--- src/plw_pkg.sv ---
package plw_pkg;
   // cpu bus addresses of the two watchdog registers
   localparam logic [15:0] MODE_ADDR = 16'hFF98;
   localparam logic [15:0] KEY_ADDR = 16'hFF99;
   // reset, read and restart key values
   localparam logic [7:0] MODE_RESET = 8'h67;
   localparam logic [7:0] KEY_READ_VAL = 8'h9A;
   localparam logic [7:0] RESTART_KEY = 8'hAC;
   // mode register field positions, cause flag bit and fixed top bits
   localparam int STOP_BIT = 4;
   localparam int SRC_BIT = 3;
   localparam int IVL_MSB = 2;
   localparam int CAUSE_BIT = 4;
   localparam logic [2:0] FIXED_TOP = 3'h3;
   // overflow exponent bases per source
   localparam logic [4:0] OSC_EXP_BASE = 5'h0B;
   localparam logic [4:0] XTAL_EXP_BASE = 5'h0D;
   localparam int CNT_W = 21;
   // one less than the count of cycles the internal reset pulse is held
   localparam logic [1:0] RST_PULSE_LEN = 2'h3;

   typedef enum logic [2:0] {
      ST_RUN = 3'h1,
      ST_STOPPED = 3'h2,
      ST_FIRE = 3'h4
   } plw_state_type;
endpackage

--- src/plw_watchdog.sv ---
`timescale 1ns/1ps
//
// Contract
// counter overflow at selected point raises an internal reset
// watchdog reset sets cause flag bit 4
// oscillator source: overflow 2^11 to 2^18 cycles by code
// crystal source: overflow 2^13 to 2^20 cycles by code
// clock select 00 oscillator, 01 crystal, 1x stops
// mode register resets to 67H
// counting starts at release, longest oscillator interval
// mode register writable once; second write resets
// reset events while source gated wait until clock resumes
// software writes mode register bytewise only
// top bits written 0,1,1; others ignored when non-stoppable
// non-stoppable option ignores clock select, uses oscillator
// non-stoppable option never stops counting
// stoppable option: once stopped, stays stopped, no resets
// crystal source gated when stopped, standby, stabilising
// oscillator source gated in standby or osc stopped before STOP
// mode write inserts a wait cycle; software avoids subclock case
// key ACH to enable register clears counter
// wrong key or bit access to enable register resets
// enable register reads 9AH
// mode register write clears counter
// counter 21 bits, overflow by code and source, cleared at reset
module plw_watchdog
   import plw_pkg::*;
(
   input wire logic CLOCK,
   input wire logic RESET_N,
   input wire logic NONSTOP_OPT,
   input wire logic [15:0] BUS_ADDR,
   input wire logic [7:0] BUS_WDATA,
   input wire logic BUS_WR,
   input wire logic BUS_RD,
   input wire logic BUS_BITOP,
   output logic [7:0] BUS_RDATA,
   output logic BUS_WAIT,
   input wire logic OSC_TICK_IN,
   input wire logic XTAL_TICK_IN,
   input wire logic XTAL_STOPPED,
   input wire logic STANDBY,
   input wire logic OSC_STAB,
   input wire logic CPU_ON_XTAL,
   input wire logic OSC_SW_STOP,
   input wire logic SUB_CLK_CPU,
   output logic INT_RESET,
   output logic CAUSE_FLAG
);
   logic [7:0] mode_ff;
   logic mode_written_ff;
   logic [CNT_W-1:0] cnt_ff;
   logic pend_ff;
   logic [1:0] pulse_ff;
   logic cause_ff;
   logic [7:0] rdata_ff;
   logic wait_ff;
   plw_state_type state_ff;
   plw_state_type nxt_state;
   logic osc_rise;
   logic xtal_rise;

   // source ticks are asynchronous pins
   plw_edge u_osc (
      .clk(CLOCK),
      .rst_n(RESET_N),
      .async_in(OSC_TICK_IN),
      .rise(osc_rise)
   );
   plw_edge u_xtal (
      .clk(CLOCK),
      .rst_n(RESET_N),
      .async_in(XTAL_TICK_IN),
      .rise(xtal_rise)
   );

   // overflow bit index from base exponent and interval code
   function automatic logic [4:0] ovf_bit(input logic [4:0] base,
                                          input logic [2:0] code);
      ovf_bit = base + {2'h0, code};
   endfunction

   // address decode
   wire sel_mode = (BUS_ADDR == MODE_ADDR);
   wire sel_key = (BUS_ADDR == KEY_ADDR);
   wire mode_wr = BUS_WR & sel_mode;
   wire key_wr = BUS_WR & sel_key;

   // source bit picks the crystal, stop bit handled below
   // oscillator forced under the non-stoppable option
   wire use_xtal = ~NONSTOP_OPT & mode_ff[SRC_BIT];
   // source gating; never when non-stoppable
   wire gated = ~NONSTOP_OPT & (use_xtal ?
                (XTAL_STOPPED | STANDBY | OSC_STAB) :
                (STANDBY | (CPU_ON_XTAL & OSC_SW_STOP)));
   wire src_tick = use_xtal ? xtal_rise : osc_rise;
   wire tick = src_tick & ~gated;

   // overflow position by source and code
   wire [4:0] ovf_idx = ovf_bit(use_xtal ? XTAL_EXP_BASE : OSC_EXP_BASE,
                                mode_ff[IVL_MSB:0]);
   wire overflow = cnt_ff[ovf_idx];

   // reset-causing bus events; bit access to key also bad
   wire bad_mode_wr = mode_wr & mode_written_ff;
   wire bad_key_wr = key_wr & (BUS_BITOP | (BUS_WDATA != RESTART_KEY));
   wire running = (state_ff == ST_RUN);
   // stopped watchdog ignores all reset causes
   wire cause_evt = running & (overflow | bad_mode_wr | bad_key_wr);
   // pending event fires only once the source clock is ungated
   wire fire_now = (cause_evt | pend_ff) & ~gated;

   // top bits forced to 011 in the non-stoppable variant
   wire [7:0] mode_wval = NONSTOP_OPT ?
                          {FIXED_TOP, BUS_WDATA[STOP_BIT:0]} : BUS_WDATA;

   // state transitions
   always_comb begin
      nxt_state = state_ff;
      case (state_ff)
         ST_RUN: begin
            if (fire_now) begin
               nxt_state = ST_FIRE;
            end else if (mode_wr & ~mode_written_ff & ~NONSTOP_OPT &
                         BUS_WDATA[STOP_BIT]) begin
               nxt_state = ST_STOPPED;
            end
         end
         ST_STOPPED: nxt_state = ST_STOPPED;
         ST_FIRE: begin
            if (pulse_ff == 2'h0) begin
               nxt_state = ST_RUN;
            end
         end
         default: nxt_state = ST_RUN;
      endcase
   end

   // registers; run state from reset
   always_ff @(posedge CLOCK or negedge RESET_N) begin
      if (!RESET_N) begin
         state_ff <= ST_RUN;
         mode_ff <= MODE_RESET;
         mode_written_ff <= 1'b0;
      end else begin
         state_ff <= nxt_state;
         // only the first write lands
         if (mode_wr & ~mode_written_ff) begin
            mode_ff <= mode_wval;
            mode_written_ff <= 1'b1;
         end
      end
   end

   // counter: cleared by key, mode write, internal reset pulse; frozen stopped
   always_ff @(posedge CLOCK or negedge RESET_N) begin
      if (!RESET_N) begin
         cnt_ff <= '0;
      end else if ((key_wr & ~bad_key_wr) | mode_wr |
                   (state_ff == ST_FIRE)) begin
         // restart from zero
         cnt_ff <= '0;
      end else if (running & tick & ~overflow) begin
         // counts each ungated source tick while running, until overflow
         cnt_ff <= cnt_ff + {{(CNT_W-1){1'b0}}, 1'b1};
      end
   end

   // pending event latch and reset pulse
   always_ff @(posedge CLOCK or negedge RESET_N) begin
      if (!RESET_N) begin
         pend_ff <= 1'b0;
         pulse_ff <= 2'h0;
      end else begin
         // hold event while gated
         pend_ff <= running & (cause_evt | pend_ff) & gated;
         if (running & fire_now) begin
            pulse_ff <= RST_PULSE_LEN;
         end else if (pulse_ff != 2'h0) begin
            pulse_ff <= pulse_ff - 2'h1;
         end
      end
   end

   // cause flag is not cleared by its own internal reset
   always_ff @(posedge CLOCK or negedge RESET_N) begin
      if (!RESET_N) begin
         cause_ff <= 1'b0;
      end else if (running & fire_now) begin
         // record watchdog as reset cause
         cause_ff <= 1'b1;
      end
   end

   // read data and wait cycle
   always_ff @(posedge CLOCK or negedge RESET_N) begin
      if (!RESET_N) begin
         rdata_ff <= 8'h00;
         wait_ff <= 1'b0;
      end else begin
         if (BUS_RD & sel_mode) begin
            rdata_ff <= mode_ff;
         end else if (BUS_RD & sel_key) begin
            // fixed read value
            rdata_ff <= KEY_READ_VAL;
         end else begin
            rdata_ff <= 8'h00;
         end
         // one wait cycle per mode write
         wait_ff <= mode_wr;
      end
   end

   // internal reset while the pulse runs
   assign INT_RESET = (state_ff == ST_FIRE);
   assign CAUSE_FLAG = cause_ff;
   assign BUS_RDATA = rdata_ff;
   assign BUS_WAIT = wait_ff;

   // the flag lives at bit 4 of the cause register outside
   wire [7:0] cause_reg_view = 8'(cause_ff) << CAUSE_BIT;

   chk_wrong_key_fires: assert property (
      @(posedge CLOCK) disable iff (!RESET_N)
      (running & bad_key_wr & ~gated) |=> INT_RESET)
      else $error("wrong key did not reset");
   chk_stop_holds: assert property (
      @(posedge CLOCK) disable iff (!RESET_N)
      (state_ff == ST_STOPPED) |=> (state_ff == ST_STOPPED) && !INT_RESET)
      else $error("stopped watchdog left stop");
   chk_nonstop_runs: assert property (
      @(posedge CLOCK) disable iff (!RESET_N)
      NONSTOP_OPT |-> state_ff != ST_STOPPED)
      else $error("non-stoppable watchdog stopped");
   chk_gated_defer: assert property (
      @(posedge CLOCK) disable iff (!RESET_N)
      (running & gated) |=> !INT_RESET)
      else $error("reset issued while gated");
   chk_key_clears: assert property (
      @(posedge CLOCK) disable iff (!RESET_N)
      (key_wr & ~bad_key_wr) |=> cnt_ff == '0)
      else $error("key did not clear counter");
   chk_mode_clears: assert property (
      @(posedge CLOCK) disable iff (!RESET_N)
      mode_wr |=> cnt_ff == '0)
      else $error("mode write did not clear counter");
   chk_second_write: assert property (
      @(posedge CLOCK) disable iff (!RESET_N)
      (running & bad_mode_wr & ~gated) |=> INT_RESET ##0 $stable(mode_ff))
      else $error("second mode write mishandled");
   chk_cause_set: assert property (
      @(posedge CLOCK) disable iff (!RESET_N)
      $rose(INT_RESET) |-> cause_reg_view[CAUSE_BIT])
      else $error("cause flag not set");
   chk_pulse_len: assert property (
      @(posedge CLOCK) disable iff (!RESET_N)
      $rose(INT_RESET) |-> INT_RESET [*4] ##1 !INT_RESET)
      else $error("reset pulse length wrong");

   // counting, gating and bus answers
   chk_nonstop_ungated: assert property (
      @(posedge CLOCK) disable iff (!RESET_N)
      NONSTOP_OPT |-> !gated)
      else $error("non-stoppable watchdog gated");
   chk_overflow_fires: assert property (
      @(posedge CLOCK) disable iff (!RESET_N)
      (running & overflow & ~gated) |=> INT_RESET)
      else $error("overflow did not reset");
   chk_osc_forced: assert property (
      @(posedge CLOCK) disable iff (!RESET_N)
      NONSTOP_OPT |-> !use_xtal)
      else $error("crystal used when non-stoppable");
   chk_mode_wait: assert property (
      @(posedge CLOCK) disable iff (!RESET_N)
      mode_wr |=> BUS_WAIT)
      else $error("mode write inserted no wait");
   chk_key_readback: assert property (
      @(posedge CLOCK) disable iff (!RESET_N)
      (BUS_RD & sel_key) |=> BUS_RDATA == KEY_READ_VAL)
      else $error("key register read value wrong");
   chk_mode_frozen: assert property (
      @(posedge CLOCK) disable iff (!RESET_N)
      mode_written_ff |=> $stable(mode_ff))
      else $error("mode register changed after first write");
   chk_cause_sticky: assert property (
      @(posedge CLOCK) disable iff (!RESET_N)
      CAUSE_FLAG |=> CAUSE_FLAG)
      else $error("cause flag cleared");
   chk_gated_frozen: assert property (
      @(posedge CLOCK) disable iff (!RESET_N)
      (running & gated & ~mode_wr & ~key_wr) |=> $stable(cnt_ff))
      else $error("counter moved while gated");
   chk_stop_frozen: assert property (
      @(posedge CLOCK) disable iff (!RESET_N)
      ((state_ff == ST_STOPPED) & ~mode_wr & ~key_wr) |=> $stable(cnt_ff))
      else $error("stopped counter moved");
   chk_count_step: assert property (
      @(posedge CLOCK) disable iff (!RESET_N)
      (running & tick & ~overflow & ~mode_wr & ~key_wr) |=>
      cnt_ff == $past(cnt_ff) + {{(CNT_W-1){1'b0}}, 1'b1})
      else $error("counter did not step");
   chk_fire_clears: assert property (
      @(posedge CLOCK) disable iff (!RESET_N)
      (state_ff == ST_FIRE) |=> cnt_ff == '0)
      else $error("counter not cleared by reset pulse");
endmodule

--- src/plw_edge.sv ---
`timescale 1ns/1ps
// two-flop synchroniser followed by a rising edge detector
module plw_edge (
   input wire logic clk,
   input wire logic rst_n,
   input wire logic async_in,
   output logic rise
);
   logic s1_ff;
   logic s2_ff;
   logic s3_ff;

   // only s2_ff and s3_ff feed the edge gate
   always_ff @(posedge clk or negedge rst_n) begin
      if (!rst_n) begin
         s1_ff <= 1'b0;
         s2_ff <= 1'b0;
         s3_ff <= 1'b0;
      end else begin
         s1_ff <= async_in;
         s2_ff <= s1_ff;
         s3_ff <= s2_ff;
      end
   end

   assign rise = s2_ff & ~s3_ff;
endmodule

--- config.mk ---
export PLATFORM = sky130hd
export DESIGN_NAME = plw_watchdog
export DESIGN_NICKNAME = d
export VERILOG_FILES = /design/src/plw_pkg.sv /design/src/plw_watchdog.sv /design/src/plw_edge.sv
export SDC_FILE = /design/constraint.sdc
export NUM_CORES = 1
export LEC_CHECK = 0
export BUFFER_PORTS_ARGS = -buffer_cell sky130_fd_sc_hd__buf_2
export CORE_MARGIN = 10
export CORE_UTILIZATION = 50
export CTS_CLUSTER_SIZE = 20
export DETAILED_ROUTE_END_ITERATION = 6
export HOLD_SLACK_MARGIN = 0.05
export PLACE_DENSITY = 0.76
export SYNTH_ARGS = -nofsm -noshare
export SYNTH_HDL_FRONTEND = slang
export SYNTH_SLANG_ARGS = --single-unit
--- constraint.sdc ---
create_clock -name CLOCK -period 3.1 [get_ports CLOCK]
set_input_delay 0.31 -clock CLOCK [delete_from_list [all_inputs] [get_ports CLOCK]]
set_output_delay 0.31 -clock CLOCK [all_outputs]
set_load 0.02 [all_outputs]
-- Word-level counts from Yosys, hierarchy flattened
Cells that the tools add are included.
W data, S select, Z words.
- equal/unequal tests: 8
- add/subtract/negate cells: 3
- bitwise gates (word level): 39
- reductions and logical operators: 5
- magnitude comparators: 1
- multiplexer cells: 16
- operators with widths (cell ; number):
    $mux W21 ; 2
    $eq A16 B16 Y1 const B ; 2
    $mux W8 ; 3
    $and A1 B1 Y1 ; 23
    $add A21 B1 Y21 const B ; 1
    $mux W3 ; 4
    $or A1 B1 Y1 ; 9
    $pmux W3 S3 ; 1
    $ne A8 B8 Y1 const B ; 1
    $not A1 Y1 ; 7
    $lt A5 B6 Y1 const B ; 1
    $reduce_bool A2 Y1 ; 3
    $add A4 B3 Y5 ; 1
    $bmux W1 S5 ; 1
    $mux W2 ; 2
    $eq A3 B1 Y1 const B ; 1
    $eq A3 B2 Y1 const B ; 1
    $eq A3 B3 Y1 const B ; 1
    $mux W1 ; 3
    $ne A3 B1 Y1 const B ; 1
    $logic_not A2 Y1 ; 1
    $ne A2 B1 Y1 const B ; 1
    $reduce_and A2 Y1 ; 1
    $sub A2 B1 Y2 const B ; 1
- register bits: 52
- bits of input ports: 38
- output and inout bits: 11
- word-level logic and storage cells: 87

-- Depth between registers and ports, before layout
Gate-level depths: netlist (run 1).
- depth in word-level cells: 13
- depth in mapped cells: 14
- mapped depth without buffers: 12

-- By module
From an unflattened synthesis (run 1), not the netlist that was laid out.
- cell total of the unflattened synthesis: 307
- area total of the unflattened synthesis: 3010.4 µm²
- modules (own cells, without submodules) (module ; instances ; area each (µm²) ; cells an instance ; seq. area each (µm²)):
    plw_watchdog ; 1 ; 2832.7 ; 299 ; 1158.6
    plw_edge ; 2 ; 88.8 ; 4 ; 75.1

-- Worst setup path before layout (run 1)
No wires, ideal clock.
- path type: reg2reg
- start point: register mode_ff[3]
- end point: register cnt_ff[10]
- period minus slack after synthesis: 3.021 ns
- stages on the path, launching flop included: 14
- setup slack: 0.079 ns
- data arrival time: 2.943 ns
- required time: 3.022 ns
- library setup time: 0.078 ns
- path buffers: 1
- path through: dfrtp_1 -> nor2b_1 -> xnor2_1 -> ha_1 -> a21o_1 -> ha_1 -> mux2_2 -> a21oi_1 -> o2bb2ai_1 -> a31oi_4 -> nand4_4 -> buf_6 -> or3_1 -> a21oi_1
- word-level cells in the longest chain between the ends: 8
- elaborated cells on any way between the ends: 14
- those cells by class: add/sub (1); mux (5); bitwise (7); reduce/logical (1)
- RTL lines (element ; line ; source):
    from (decl) ; plw_watchdog.sv:50 ; logic [7:0] mode_ff;
    from (signal assigned) ; plw_watchdog.sv:149 ; mode_ff <= mode_wval;
    $and A1 B1 Y1 * ; plw_watchdog.sv:91 ; wire use_xtal = ~NONSTOP_OPT & mode_ff[SRC_BIT];
    $mux W3 / $mux W1 (equally long branches) ; plw_watchdog.sv:100, plw_watchdog.sv:93 ;
    $add A4 B3 Y5 / $and A1 B1 Y1 (equally long branches) ; plw_watchdog.sv:80, plw_watchdog.sv:93 ;
    $bmux W1 S5 / $not A1 Y1 (equally long branches) ; plw_watchdog.sv:102, plw_watchdog.sv:97 ;
    $mux W1 (not written as such) / $and A1 B1 Y1 (equally long branches) ; plw_watchdog.sv:102, plw_watchdog.sv:97 ;
    $not A1 Y1 / $and A1 B1 Y1 (equally long branches) ; plw_watchdog.sv:163 ; end else if (running & tick & ~overflow) begin
    $and A1 B1 Y1 * ; plw_watchdog.sv:163 ;
    $reduce_bool A2 Y1 (no source line) * ; -- ;
    to (signal assigned) ; plw_watchdog.sv:165 ; cnt_ff <= cnt_ff + {{(CNT_W-1){1'b0}}, 1'b1};
    to (decl) ; plw_watchdog.sv:52 ; logic [CNT_W-1:0] cnt_ff;
Mark *: on every way between the ends. The rest lies on a longest branch, timed or not. The select of a mux whose other input is x is not followed.
A chain may end at the register's enable or synchronous reset.

-- Worst setup path in the final report (run 1)
- start point: register mode_ff[3]
- end point: register cnt_ff[7]
Same word-level chain as after synthesis.

==> metrics.txt, run 1 <==
status=completed; clk_lat worst skew=slightly above 0.3 ns; Routed WL=approximately 6400 µm; all-layer global routing usage=15.3%; layout cells sized above 1=34.2%; top post-synthesis cells by count=dfrtp_1, nand2_1, nor2_1; minimum clock period=approximately 3.0 ns; Max Slew Vio Count=0; sequential area share after synthesis=48.7%; post-synth top area cell=dfrtp_1; Bufs on Longest Clock Path=2; Sink Count=52; CTS H-Tree Depth=2; Die W=between 90 and 100 µm; gpl congestion=0.862; WP data required=between 3 and 4 ns; PD cells=roughly 450 nW/µm²; GRT overflow=0; number of max-cap violations=0; number of synthesized flops with an enable pin=0; Final Power=1.51 mW; initial core utilization=about half; Rel. slew slack=around 51%; synth unique cells=~50; async set or reset register ratio after synthesis=100%; Worst Path Arrival=about 3.2 ns; Post-Syn Nets=a little over 300; pre-CTS setup slack=-0.115 ns; Final setup viols=0; VDD IR max=roughly 0.00045 V; Via-to-Cell Ratio=about 5.6; CP endpoint kind=flip-flop; Synth top area share=between 40% and 50%; die footprint=between 8000 and 9000 µm²; leakage power=between 1.5 and 2 nW; final worst setup slack=0.123 ns; skew final=between 0.007 and 0.008 ns; Mean Syn Cell Area=about 10 µm²; initial antenna violation count=0; vias in the first global route=roughly 2,300; top post-synthesis cells by area=dfrtp_1, dfstp_2, mux2_2; Core Box Area=5170 µm²; Worst-Margin Slew=between 0.7 and 0.8 ns; top-count cell post-synth=dfrtp_1; Hold Path Class=input pin to async pin; Post-DP HPWL=approximately 4700 µm; Max FO, Critical Path=6; Num CTS Buffers=5; Std-Cell Rows=26; Antenna Nets Post-Route=0; die height=between 90 and 100 µm; Pre-antenna DRT Iters=4; Vias=2,255; post-route cell area=around 3400 µm²; TritonCTS clock tree=yes; PortBufs=47; io pins=49; Yosys reg bits=52; global-route wire length before repair=10,800 µm; Cell Area, Placed=3120 µm²; root buffer cell=clkbuf_8; Remaining DRCs=0; multi-input logic area=about 1400 µm²; startpoint types=flip-flop; cell area after synthesis=about 2700 µm²; Clock Pin Slew Worst Setup and Hold Paths=0.09 ns; Avg WL per Cell=15.8 µm; Initial DRC Count=109; Post-Syn Instances=262; P&R area growth vs syn=25.7%; largest net degree at the start of global routing=36; # fillers=~400; most used flip-flop cell after synthesis=dfrtp_1; worst hold margin=about 0.052 ns; Final Hold Fails=0; CP Class=flip-flop to flip-flop; FMAX=336 MHz; Final period util=between 90% and 100%; Synth Warn #=0; register area=between 1000 and 1500 µm²; antenna cell count=0; fin nets=approximately 380
cell type report:
cell class | count | share of cell area, %
Clock buffer | 6 | 2.45
Clock inverter | 2 | 1.15
Inverter | 8 | 0.889
Multi-Input combinational cell | 197 | 41.5
Sequential cell | 52 | 38.8
Tap cell | 70 | 2.59
Timing Repair Buffer | 71 | 12.6
cell families after synthesis:
group / synth area share, %
xor+xnor: 2.93
fa+ha+maj: 1.86
flops: 48.7
simple gates: 25.2
mux: 6.85
buf+inv: 2.61
compound gates: 11.8
state kept, by name (all words and copies together) (netlist names):
name             count
pulse_ff             2
pend_ff              1
cnt_ff              21
u_osc.s1_ff          1
mode_written_ff      1
BUS_RDATA            8
BUS_WAIT             1
state_ff             3
mode_ff              8
u_xtal.s2_ff         1
u_osc.s2_ff          1
u_osc.s3_ff          1
u_xtal.s1_ff         1
u_xtal.s3_ff         1
CAUSE_FLAG           1
worst max-delay path: stages, from the launching register on:
cell and delay [ns]:
dfrtp_1 0.39, nor2b_4 0.13, xnor2_1 0.12, ha_2 0.17
a21o_1 0.18, ha_4 0.28, mux2_4 0.30, a21oi_2 0.14
o2bb2ai_2 0.08, a31oi_4 0.31, nand3_2 0.17, buf_6 0.16
or4_4 0.41, nand2_2 0.07
worst paths after layout:
| path | from | to | slack [ns] | cells after the start |
|---|---|---|---|---|
| setup / recovery | mode_ff[3]$_DFFE_PN0P_ | cnt_ff[7]$_DFFE_PN0P_ | 0.12 | 13 |
| hold / removal | RESET_N | pulse_ff[1]$_DFFE_PN0P_ | 0.05 | 1 |
| setup reg to reg | mode_ff[3]$_DFFE_PN0P_ | cnt_ff[7]$_DFFE_PN0P_ | 0.12 | 13 |
| hold reg to reg | u_xtal.s1_ff$_DFF_PN0_ | u_xtal.s2_ff$_DFF_PN0_ | 0.36 | 0 |
| max in group asynchronous | RESET_N | cnt_ff[11]$_DFFE_PN0P_ | 2.32 | 2 |
| min in group CLOCK | OSC_TICK_IN | u_osc.s1_ff$_DFF_PN0_ | 0.10 | 1 |
per-stage QoR:
stage	util (%)	cells	TNS [ns]
CTS	63.7	404	0
floorplan	-	262	0
global route	65.3	406	-0.0518
finish	65.3	406	0
detailed placement	60.3	392	-0.754
global placement	60.3	392	-0.0249
report_power, final:
part	internal [mW]	switching [mW]	total (mW)
Combinational	0.114	0.130	0.244
Clock	0.264	0.225	0.489
Sequential	0.727	0.0535	0.781
Total	1.11	0.408	1.51
repair_timing:
action	CTS	global route
hold buffers	0	0
setup endpoints to repair	11	23
gates cloned	2	0
resized for setup	3	16
setup buffers	2	2
pin swaps	2	8
placed cells by master (no fill, tap or decap), types with 7 or more instances in the layout:
cell      instances
a21oi_1          10
and2_1            7
buf_2            47
buf_4            21
dfrtp_1          46
inv_1             8
mux2_2            8
nand2_1          20
nand2b_1          9
nand3_1           8
nand4_1           9
nor2_1           20
o21ai_0          13
or3_1             9
routing by layer:
| layer | vias up | GRT usage [%] | share of wire [%] |
|---|---|---|---|
| met4 | 0 | 5.40 | 1.1 |
| met5 | - | 0 | 0 |
| met3 | 7 | 3.44 | 4.2 |
| met2 | 48 | 26.2 | 54 |
| li1 | 1107 | - | - |
| met1 | 1093 | 18.3 | 41 |
Power figures use the tool's default switching activity.
==> run 2, diff against run 1 <==
--- a/config.mk
+++ b/config.mk
@@ -7,11 +7,11 @@
 export LEC_CHECK = 0
 export BUFFER_PORTS_ARGS = -buffer_cell sky130_fd_sc_hd__buf_2
 export CORE_MARGIN = 10
-export CORE_UTILIZATION = 50
+export CORE_UTILIZATION = 55
 export CTS_CLUSTER_SIZE = 20
 export DETAILED_ROUTE_END_ITERATION = 6
 export HOLD_SLACK_MARGIN = 0.05
-export PLACE_DENSITY = 0.76
+export PLACE_DENSITY = 0.79
 export SYNTH_ARGS = -nofsm -noshare
 export SYNTH_HDL_FRONTEND = slang
 export SYNTH_SLANG_ARGS = --single-unit
==> constraint.sdc (replaced) <==
create_clock -name CLOCK -period 2.94 [get_ports CLOCK]
set_input_delay 0.294 -clock CLOCK [delete_from_list [all_inputs] [get_ports CLOCK]]
set_output_delay 0.294 -clock CLOCK [all_outputs]
set_load 0.02 [all_outputs]
==> metrics.txt, run 2 (synthesis results as in run 1) <==
die footprint=8080 µm² (-7.2%); status=finished with violations; leakage power=1.56 nW (+2.8%); Routed WL=6950 µm (+8.6%); Sink Count=52 (unchanged); Initial DRC Count=124 (+14%); Worst-Margin Slew=1.06 ns (+0.320 ns); root buffer cell=clkbuf_8; Std-Cell Rows=25 (-3.8%); clk_lat worst skew=0.31 ns (about the same); Final setup viols=19 (+19); Final Power=1.59 mW (+5.1%); setup_tns=-1.44 ns (-1.44 ns); global-route wire length before repair=11,300 µm (+5.2%); Remaining DRCs=0 (unchanged); FMAX=323 MHz (-3.8%); sequential fraction of design power=51.8% (+0.2 points); Clock Pin Slew Worst Setup and Hold Paths=0.09 ns (about the same); vias in the first global route=2,443 (+7.2%); largest net degree at the start of global routing=50 (+39%); VDD IR max=0.000321 V (-29%); most common cell after layout, fill and taps aside=buf_2; Die W=89.9 µm (-3.7%); Max Slew Vio Count=0 (unchanged); number of max-cap violations=0 (unchanged); CTS H-Tree Depth=2 (unchanged); initial core utilization=56.9% (+4.9 points); startpoint types=flip-flop; Rel. slew slack=29.2% (-21 points); io pins=49 (unchanged); Max FO, Critical Path=5 (-1); CP Class=flip-flop to flip-flop; Pint=1.15 mW (+4.4%); power share of the clock group=30.7% (-1.6 points); CP endpoint kind=flip-flop; PD cells=457 nW/µm² (+1.9%); FF-to-FF path depth=14 (+1); fin nets=382 (+1.3%); RSZ-0062 raised after global routing=true; WP data required=3.17 ns (-0.18 ns); Hold Path Cell Cnt=1; non-filler instance count after layout=408 (+0.49%); max reg flops=21 (unchanged); commonest non-fill, non-tap cells in the layout=buf_2, dfrtp_1, buf_4, nand2_1, nor2_1; layout cells sized above 1=38.4% (+4.2 points); initial antenna violation count=0 (unchanged); Antenna Nets Post-Route=0 (unchanged); # fillers=317 (-19%); die height=89.9 µm (-3.7%); Vias=2,344 (+3.9%); Num CTS Buffers=5 (unchanged); Core Box Area=4720 µm² (-8.7%); TritonCTS clock tree=yes; Cell Count Post-Placement=387 (-1.3%); Switching Power=437 µW (+7.0%); Final period util=105% (+9.3 points); all-layer global routing usage=16.5% (+1.3 points); Pre-antenna DRT Iters=4 (unchanged); Hold Path Class=input pin to flip-flop; Bufs on Longest Clock Path=2 (unchanged); Post-DP HPWL=4550 µm (-2.5%); worst hold margin=0.0894 ns (+0.0379 ns); P&R area growth vs syn=29.7%; Layout Utilization=73.7% (+8.5 points); gpl congestion=0.873 (+1.3%); logic gate share of total power=17.5% (+1.4 points); # hold bufs at CTS=0 (unchanged); Switching Share=27.5% (+0.50 points); Worst Path Arrival=3.32 ns (+0.09 ns); skew final=0.00329 ns (-0.00374 ns); PortBufs=47 (unchanged); minimum clock period=3.10 ns (+0.119 ns); r2r setup slk=-0.16 ns (-0.28 ns); Avg WL per Cell=17.0 µm (+8.1%); most flop-heavy register=cnt_ff; antenna cell count=0 (unchanged); Final Hold Fails=0 (unchanged); Via-to-Cell Ratio=5.75 (+3.4%); GRT overflow=0 (unchanged); final worst setup slack=-0.156 ns (-0.279 ns); failing checks=negative setup slack
## run 2: cell types whose count changed in the layout (fill, tap and decap cells not counted), sizes merged
cell / previous run / this run
clkinvlp: 0 / 1
nand4: 12 / 11
clkbuf: 6 / 5
buf: 71 / 77
## run 2: worst max-delay path: stages, from the launching register on
cell      delay [ns]
dfrtp_1         0.40
nor2b_4         0.14
xnor2_2         0.12
ha_2            0.18
a21o_1          0.17
ha_4            0.30
buf_4           0.14
nor2b_2         0.17
a22oi_2         0.09
nand4b_1        0.20
and3_4          0.27
nand4_4         0.16
buf_4           0.19
or3_1           0.33
a21oi_2         0.15
## run 2: through the flow
| step | instance area, µm² | setup WS, ns |
|---|---|---|
| 6_report | 3480 | -0.156 |
| 4_1_cts | 3380 | -0.0847 |
| 3_5_place_dp | 3110 | -0.166 |
| 3_3_place_gp | 3110 | -0.0732 |
| 2_1_floorplan | 2700 | 0.00342 |
| 5_1_grt | 3480 | -0.252 |
## run 2: layout make-up
class	count	area (µm²)	area share [%]
timing repair buffer	77	494	14.2
multi-input combinational	196	1460	41.8
clock buffer	5	68.8	1.98
inverter	8	30.0	0.862
clock inverter	3	42.5	1.22
tap	67	83.8	2.41
sequential	52	1310	37.6
## run 2: final timing paths
path                                         from                       to
max                        mode_ff[3]$_DFFE_PN0P_   cnt_ff[10]$_DFFE_PN0P_
min                                  XTAL_TICK_IN   u_xtal.s1_ff$_DFF_PN0_
max reg2reg                mode_ff[3]$_DFFE_PN0P_   cnt_ff[10]$_DFFE_PN0P_
min reg2reg                 u_osc.s1_ff$_DFF_PN0_    u_osc.s2_ff$_DFF_PN0_
max in group asynchronous                 RESET_N   mode_ff[2]$_DFFE_PN1P_
min in group asynchronous                 RESET_N  pulse_ff[1]$_DFFE_PN0P_
## run 2: metal layers
| metal | vias to the layer above | track usage (%) | wire length, µm |
|---|---|---|---|
| met5 | - | 0 | 0 |
| met4 | 0 | 5.57 | 199 |
| met3 | 15 | 3.66 | 368 |
| met2 | 79 | 30.0 | 3520 |
| met1 | 1140 | 18.6 | 2850 |
| li1 | 1110 | - | - |
## run 2: power by group through the flow
stage,clock network [mW],logic (mW),registers [mW]
finish,0.488,0.279,0.824
global route,0.519,0.310,0.833
CTS,0.494,0.260,0.822
detailed placement,0,0.233,0.829
global placement,0,0.219,0.825
floorplan,0,0.156,0.819
## run 2: repair_timing
| action | 4_1_cts | 5_1_grt |
|---|---|---|
| resized for setup | 19 | 22 |
| buffers inserted | 10 | 3 |
| pin swaps | 15 | 17 |
| setup endpoints to repair | 18 | 27 |
| cloned | 1 | 0 |
